## config.mk

```make
export PLATFORM = sky130hd
export DESIGN_NAME = lgx_datapath
export DESIGN_NICKNAME = d
export VERILOG_FILES = /design/src/lgx_pkg.sv /design/src/lgx_datapath.sv
export SDC_FILE = /design/constraint.sdc
export NUM_CORES = 1
export LEC_CHECK = 0
export BUFFER_PORTS_ARGS = -buffer_cell sky130_fd_sc_hd__clkbuf_2
export CORE_MARGIN = 2
export CORE_UTILIZATION = 41
export DETAILED_ROUTE_END_ITERATION = 10
export PLACE_DENSITY = 0.63
export SLEW_MARGIN = 20
export SYNTH_ARGS = -nofsm -noshare
export SYNTH_HDL_FRONTEND = slang
export SYNTH_SLANG_ARGS = --single-unit
```

## constraint.sdc

```tcl
create_clock -name REF_CLK -period 4.4 [get_ports REF_CLK]
set_clock_uncertainty 0.15 [all_clocks]
set_input_delay 0.44 -clock REF_CLK [delete_from_list [all_inputs] [get_ports REF_CLK]]
set_output_delay 0.44 -clock REF_CLK [all_outputs]
set_load 0.02 [all_outputs]
```

## src/lgx_pkg.sv

```systemverilog
// constants for the line generator xy datapath
package lgx_pkg;
  localparam int POS_W = 9;
  localparam int LOW_W = 8;
  localparam logic [8:0] POS_RST = 9'h000;
  localparam logic [8:0] DELTA_RST = 9'h000;
  localparam logic [8:0] ACC_RST = 9'h000;
  localparam logic [3:0] PH_FIRST = 4'h3;
  localparam logic [3:0] PH_LAST = 4'hB;
  typedef enum logic [3:0] {
    LGX_IDLE = 4'h0,
    LGX_T3 = 4'h1,
    LGX_T4 = 4'h3,
    LGX_T5 = 4'h2,
    LGX_T6 = 4'h6,
    LGX_T7 = 4'h7,
    LGX_T8 = 4'h5,
    LGX_T9 = 4'h4,
    LGX_T10 = 4'hC,
    LGX_T11 = 4'hD
  } lgx_state_t;
endpackage
```

## src/lgx_datapath.sv

```systemverilog
// x/y position registers, line generator datapath and line-mode sequencer
`timescale 1ns/10ps
module lgx_datapath #(
  parameter int W = lgx_pkg::POS_W
) (
  input wire logic REF_CLK,
  input wire logic RSTN,
  input wire logic CLK_EN,
  input wire logic [W-1:0] X_SWITCH,
  input wire logic [W-1:0] DATA_REG,
  input wire logic POS_LOAD_X,
  input wire logic POS_LOAD_Y,
  input wire logic POS_COUNT_X,
  input wire logic POS_COUNT_Y,
  input wire logic LSB_SET_FORWARD_X,
  input wire logic LSB_SET_FORWARD_Y,
  input wire logic LSB_CLEAR_BACKWARD_X,
  input wire logic LSB_CLEAR_BACKWARD_Y,
  input wire logic LSB_INVERT_X,
  input wire logic LSB_INVERT_Y,
  input wire logic DIR_LOAD_X,
  input wire logic DIR_LOAD_Y,
  input wire logic DELTA_STROBE_X,
  input wire logic DELTA_STROBE_Y,
  input wire logic ACCUM_REG_STROBE_X,
  input wire logic ACCUM_REG_STROBE_Y,
  input wire logic ACCUM_ZERO_FORCE_X,
  input wire logic ACCUM_ZERO_FORCE_Y,
  input wire logic PHASE1,
  input wire logic PHASE2,
  input wire logic MODE_TRANSFER,
  output logic [W-1:0] X_POS,
  output logic [W-1:0] Y_POS,
  output logic X_DIR,
  output logic Y_DIR,
  output logic [W-1:0] X_DELTA,
  output logic [W-1:0] Y_DELTA,
  output logic [W-1:0] X_ACCUM,
  output logic [W-1:0] Y_ACCUM,
  output logic SUBTRACT,
  output logic DELTA_INPUT_SELECT,
  output logic [3:0] PHASE,
  output logic EXIT
);
  // -------------------------------------------------------------
  // mode-1 control flops
  // -------------------------------------------------------------
  logic sub_r, sub_nxt;
  logic sel_r, sel_nxt;
  lgx_pkg::lgx_state_t st_r, st_nxt;
  logic exit_r, exit_nxt;
  logic [3:0] ph_r, ph_nxt;

  always_comb begin
    sub_nxt = sub_r;
    sel_nxt = sel_r;
    if (PHASE1) begin
      sub_nxt = 1'b1;
    end else if (st_r == lgx_pkg::LGX_T6) begin
      sub_nxt = 1'b0;
    end
    if (PHASE2) begin
      sel_nxt = 1'b0;
    end else if (st_r == lgx_pkg::LGX_T4) begin
      sel_nxt = 1'b1;
    end
  end

  // -------------------------------------------------------------
  // line-mode sequencer, one phase per enabled clock
  // -------------------------------------------------------------
  always_comb begin
    st_nxt = st_r;
    exit_nxt = 1'b0;
    unique case (st_r)
      lgx_pkg::LGX_IDLE: begin
        if (MODE_TRANSFER) begin
          st_nxt = lgx_pkg::LGX_T3;
        end
      end
      lgx_pkg::LGX_T3: st_nxt = lgx_pkg::LGX_T4;
      lgx_pkg::LGX_T4: st_nxt = lgx_pkg::LGX_T5;
      lgx_pkg::LGX_T5: st_nxt = lgx_pkg::LGX_T6;
      lgx_pkg::LGX_T6: st_nxt = lgx_pkg::LGX_T7;
      lgx_pkg::LGX_T7: st_nxt = lgx_pkg::LGX_T8;
      lgx_pkg::LGX_T8: st_nxt = lgx_pkg::LGX_T9;
      lgx_pkg::LGX_T9: st_nxt = lgx_pkg::LGX_T10;
      lgx_pkg::LGX_T10: st_nxt = lgx_pkg::LGX_T11;
      lgx_pkg::LGX_T11: begin
        st_nxt = lgx_pkg::LGX_IDLE;
        exit_nxt = 1'b1;
      end
      default: st_nxt = lgx_pkg::LGX_IDLE;
    endcase
    unique case (st_nxt)
      lgx_pkg::LGX_T3: ph_nxt = lgx_pkg::PH_FIRST;
      lgx_pkg::LGX_T4: ph_nxt = 4'h4;
      lgx_pkg::LGX_T5: ph_nxt = 4'h5;
      lgx_pkg::LGX_T6: ph_nxt = 4'h6;
      lgx_pkg::LGX_T7: ph_nxt = 4'h7;
      lgx_pkg::LGX_T8: ph_nxt = 4'h8;
      lgx_pkg::LGX_T9: ph_nxt = 4'h9;
      lgx_pkg::LGX_T10: ph_nxt = 4'hA;
      lgx_pkg::LGX_T11: ph_nxt = lgx_pkg::PH_LAST;
      default: ph_nxt = 4'h0;
    endcase
  end

  always_ff @(posedge REF_CLK or negedge RSTN) begin
    if (!RSTN) begin
      sub_r <= 1'b0;
      sel_r <= 1'b1;
      st_r <= lgx_pkg::LGX_IDLE;
      exit_r <= 1'b0;
      ph_r <= 4'h0;
    end else if (CLK_EN) begin
      sub_r <= sub_nxt;
      sel_r <= sel_nxt;
      st_r <= st_nxt;
      exit_r <= exit_nxt;
      ph_r <= ph_nxt;
    end
  end

  assign SUBTRACT = sub_r;
  assign DELTA_INPUT_SELECT = sel_r;
  assign PHASE = ph_r;
  assign EXIT = exit_r;

  // -------------------------------------------------------------
  // per-axis datapath, index 0 is x and 1 is y
  // -------------------------------------------------------------
  logic [W-1:0] pos_r [2], pos_nxt [2];
  logic [W-1:0] dlt_r [2], dlt_nxt [2];
  logic [W-1:0] acc_r [2], acc_nxt [2];
  logic dir_r [2], dir_nxt [2];
  logic [W-1:0] sum [2];
  logic [W-1:0] pos_src [2];
  logic ld [2], cnt [2], setf [2], clrb [2], inv [2], dld [2];
  logic dstb [2], astb [2], zf [2];

  assign pos_src[0] = X_SWITCH;
  assign pos_src[1] = DATA_REG;
  assign ld = '{POS_LOAD_X, POS_LOAD_Y};
  assign cnt = '{POS_COUNT_X, POS_COUNT_Y};
  assign setf = '{LSB_SET_FORWARD_X, LSB_SET_FORWARD_Y};
  assign clrb = '{LSB_CLEAR_BACKWARD_X, LSB_CLEAR_BACKWARD_Y};
  assign inv = '{LSB_INVERT_X, LSB_INVERT_Y};
  assign dld = '{DIR_LOAD_X, DIR_LOAD_Y};
  assign dstb = '{DELTA_STROBE_X, DELTA_STROBE_Y};
  assign astb = '{ACCUM_REG_STROBE_X, ACCUM_REG_STROBE_Y};
  assign zf = '{ACCUM_ZERO_FORCE_X, ACCUM_ZERO_FORCE_Y};

  // complement gate ahead of the adder
  function automatic logic [W-1:0] gate_in(input logic [W-1:0] d,
                                           input logic s);
    gate_in = s ? ~d : d;
  endfunction

  for (genvar a = 0; a < 2; a++) begin : g_axis
    logic [W-2:0] low_sum;
    logic low_co;
    logic [W-1:0] gd;
    assign gd = gate_in(dlt_r[a], sub_r);
    // low slice adder; msb slice adds its own bit plus the carry
    assign {low_co, low_sum} = {1'b0, gd[W-2:0]} +
                               {1'b0, acc_r[a][W-2:0]};
    assign sum[a] = {gd[W-1] ^ acc_r[a][W-1] ^ low_co,
                     low_sum};

    always_comb begin
      pos_nxt[a] = pos_r[a];
      dlt_nxt[a] = dlt_r[a];
      acc_nxt[a] = acc_r[a];
      dir_nxt[a] = dir_r[a];
      if (ld[a]) begin
        pos_nxt[a] = pos_src[a];
      end else begin
        if (cnt[a]) begin
          // lsb flop counts alongside the upper bits
          pos_nxt[a] = dir_r[a] ? pos_r[a] + 1'b1
                                : pos_r[a] - 1'b1;
        end
        if (setf[a]) begin
          pos_nxt[a][0] = 1'b1;
        end else if (clrb[a]) begin
          pos_nxt[a][0] = 1'b0;
        end else if (inv[a]) begin
          pos_nxt[a][0] = ~pos_r[a][0];
        end
      end
      if (dstb[a]) begin
        if (sub_r) begin
          dlt_nxt[a] = sel_r ? pos_r[a] : sum[a];
        end else begin
          dlt_nxt[a] = {dlt_r[a][W-2:0], 1'b0};
        end
      end
      if (astb[a]) begin
        if (sub_r && zf[a]) begin
          acc_nxt[a] = '0;
        end else if (sub_r) begin
          acc_nxt[a] = DATA_REG;
        end else begin
          acc_nxt[a] = sum[a];
        end
      end
      if (dld[a]) begin
        // sign of the msb slice sum steers the direction
        dir_nxt[a] = ~sum[a][W-1];
      end
    end

    always_ff @(posedge REF_CLK or negedge RSTN) begin
      if (!RSTN) begin
        pos_r[a] <= lgx_pkg::POS_RST;
        dlt_r[a] <= lgx_pkg::DELTA_RST;
        acc_r[a] <= lgx_pkg::ACC_RST;
        dir_r[a] <= 1'b1;
      end else if (CLK_EN) begin
        pos_r[a] <= pos_nxt[a];
        dlt_r[a] <= dlt_nxt[a];
        acc_r[a] <= acc_nxt[a];
        dir_r[a] <= dir_nxt[a];
      end
    end
  end

  assign X_POS = pos_r[0];
  assign Y_POS = pos_r[1];
  assign X_DIR = dir_r[0];
  assign Y_DIR = dir_r[1];
  assign X_DELTA = dlt_r[0];
  assign Y_DELTA = dlt_r[1];
  assign X_ACCUM = acc_r[0];
  assign Y_ACCUM = acc_r[1];
endmodule

```

==> flow_summary.ini <==
[floorplan]
die-area_um2 = 12800
die_h_um = 113
num_rows = 39
die_x_um = 113
core-area_um2 = 11500
initial_core_util = 0.423
pin_count = 105

[status]
violations = design-rule violations
status = finished, violations left

[routing]
wl_met2_um = 6030
drt-met1-wl_um = 6080
drc = 7
drt_first_iter_violations = 190
antenna_left = 0
drt_pass1_iterations = 7
avgViaCountPerCell = 5.66
dr_wl_met3_um = 689
routed_wl_um = 13400
wl_per_cell_um = 16.8
maxUsedRoutingLayer = met4
vias = 4504

[global_routing]
grt_pass1_wl_um = 21400
grt_max_degree = 40
grt_pass1_vias = 4342
antenna_found_initial = 0
overflow = 0
grt_usage = 0.209

[layout]
antennaDiodeCount = 0
area_growth_pct = 19.0
nets = 725
drive_above_1_share = 0.217
utilization = 0.503

[setup_path]
worstReg2RegEnd = Y_DIR
required_ns = 4.53
path_class = reg2reg
startpoint = SUBTRACT
ff2ff_path_depth = 9
setup.worst_path.end_class = flop
crit_end = Y_DIR
r2r_start = SUBTRACT
cp_max_fo = 32
rrSetupSlack_ns = 1.41
critPathLaunchType = flop
critPathArrivalTime_ns = 3.12

[clocking]
cts_tree = done
clock_latency_ns = 0.33
h-tree-depth = 3
numCtsBuffers = 9
holdBufCountCts = 0
clock_sinks = 67
root_buffer = clkbuf_16
cts_resized = 0
clk_pin_slew_ns = 0.06
cts_setup_buffers = 0
cts_buffer_depth = 2

[timing]
relSlewSlack = 0.386
period_minus_slack_ns = 2.99
fmaxAchievable_ghz = 0.334
rsz0062_at_grt = false
setup-violations-final = 0
hold_violations = 0
period_share = 0.679
worstMarginPinSlew_ns = 0.914
fin_tns_setup_ns = 0
drv_slew = 0

[placement]
gp_congestion = 0.931
io_buffers = 104
dp_hpwl_um = 10200

[power_and_ir_drop]
peakVddDrop_mv = 0.408
finalPower_mw = 4.99
leakagePower_nw = 2.64
powerDensity_nw_per_um2 = 861

[synthesis]
yosysSeqAreaShare = 0.345
synth_fp_nets = 638
async_reset_ff_frac = 1.00
ys.warnings.count = 0
syn_avg_cell_area_um2 = 8.68
synthesis.area_um2 = 4870
synth_cell_type_count = 62
synth_edf_count = 0
ys.flop_type = dfrtp_1
syn-instance-count = 561
ys_seq_elements = 67

[min_path]
hp-class = in2async

[flow_run]
maxCapViolations = 0
## area by class of cell
class | count | area [um2]
clock inverter | 5 | 75.1
inverter | 21 | 78.8
sequential | 67 | 1680
tap | 143 | 179
clock buffer | 11 | 253
timing repair buffer | 107 | 543
fill | 1085 | 5720
multi-input combinational | 442 | 2990
## worst min path at each step
stage / start / end / cells after the start
2_1_floorplan: RSTN / EXIT / 0
3_3_place_gp: Y_ACCUM[3] / Y_ACCUM[3] / 2
3_5_place_dp: EXIT / EXIT / 2
4_1_cts: PHASE2 / DELTA_INPUT_SELECT / 2
5_1_grt: PHASE2 / DELTA_INPUT_SELECT / 2
6_report: RSTN / Y_POS[5] / 1
## critical path: stages, from the launching register on
cell and delay [ns]:
dfrtp_2 0.73, buf_4 0.38, xor2_1 0.18, ha_1 0.30
o21a_1 0.13, o31a_1 0.15, o211ai_2 0.15, a21boi_0 0.12
o32ai_2 0.40, mux2_2 0.22
## Yosys cell counts, drive strengths merged, types with 2 or more instances
library cell  count  area (um2)
o21ai            71         359
dfrtp            64        1600
nand2            60         225
nor2             40         150
a21oi            38         194
ha               31         388
xor2             24         210
inv              21        78.8
clkbuf           20        75.1
xnor2            19         166
o21a             12        90.1
buf              11        50.0
mux2i            11         110
o22ai            11        68.8
a211oi           10        80.1
o211ai           10        85.1
a21o              8        61.3
a221oi            8        76.3
nand2b            7        43.8
nand3             7        35.0
o221ai            6        52.6
and3              5        31.3
nor2b             5        31.3
nor3              5        25.0
o21bai            5        37.5
or4               5        37.5
and2              4        25.0
fa                4        80.1
mux2              4        45.0
a31oi             3        18.8
dfstp             3        78.8
nand3b            3        22.5
o31ai             3        27.5
a22oi             2        15.0
nor3b             2        15.0
o22a              2        17.5
o31a              2        18.8
o32ai             2        25.0
## state kept, by name (all words and copies together) (netlist names), 4 cells and up
signal   count
Y_ACCUM      9
PHASE        4
st_r         4
Y_DELTA      9
X_DELTA      9
Y_POS        9
X_POS        9
X_ACCUM      9
## cell families after synthesis
kind of cell	synth area share
buffers and inverters	0.0419
XOR/XNOR	0.0773
flip-flops	0.345
AO/OA/AOI/OAI	0.269
multiplexers	0.0319
AND/OR/NAND/NOR	0.139
adder cells (fa/ha/maj)	0.0961
## routing by layer
layer / global-route usage / vias up
met3: 0.0370 / 33
met5: 0 / -
met4: 0.115 / 0
met2: 0.339 / 141
met1: 0.266 / 2117
li1: - / 2213
## power breakdown
group / switching (mW) / internal, mW / leakage, nW
Clock: 0.271 / 0.524 / 0.165
Combinational: 1.72 / 1.30 / 1.68
Sequential: 0.323 / 0.857 / 0.795
## through the flow
step | area (um2) | hold slack, ns | setup WS, ns | std cells
floorplan | 4870 | -0.00559 | 1.20 | 561
global placement | 5470 | 0.359 | 1.57 | 780
detailed placement | 5470 | 0.363 | 1.46 | 780
CTS | 5800 | 0.105 | 1.44 | 796
global route | 5800 | 0.117 | 1.22 | 796
finish | 5800 | 0.0909 | 1.41 | 796
## cell usage in the layout, fill, tap and decap left out, types with 5 or more instances in the layout
master,netlist,routed
dfrtp_1,64,63
o21ai_0,67,67
o22ai_1,11,11
nor3_1,5,5
nor2_1,40,40
nand3_1,7,7
a221oi_1,7,7
nand2_1,60,60
xnor2_1,19,19
nand2b_1,7,7
nor2b_1,5,5
o211ai_1,8,8
mux2i_1,11,11
a211oi_1,9,9
xor2_1,24,24
a21o_1,7,7
o21bai_1,5,5
clkbuf_16,0,9
o221ai_1,6,6
clkbuf_2,0,103
ha_1,31,31
o21a_1,12,12
and3_1,5,5
or4_1,5,5
inv_1,21,21
a21oi_1,37,37
Power figures use the tool's default switching activity.
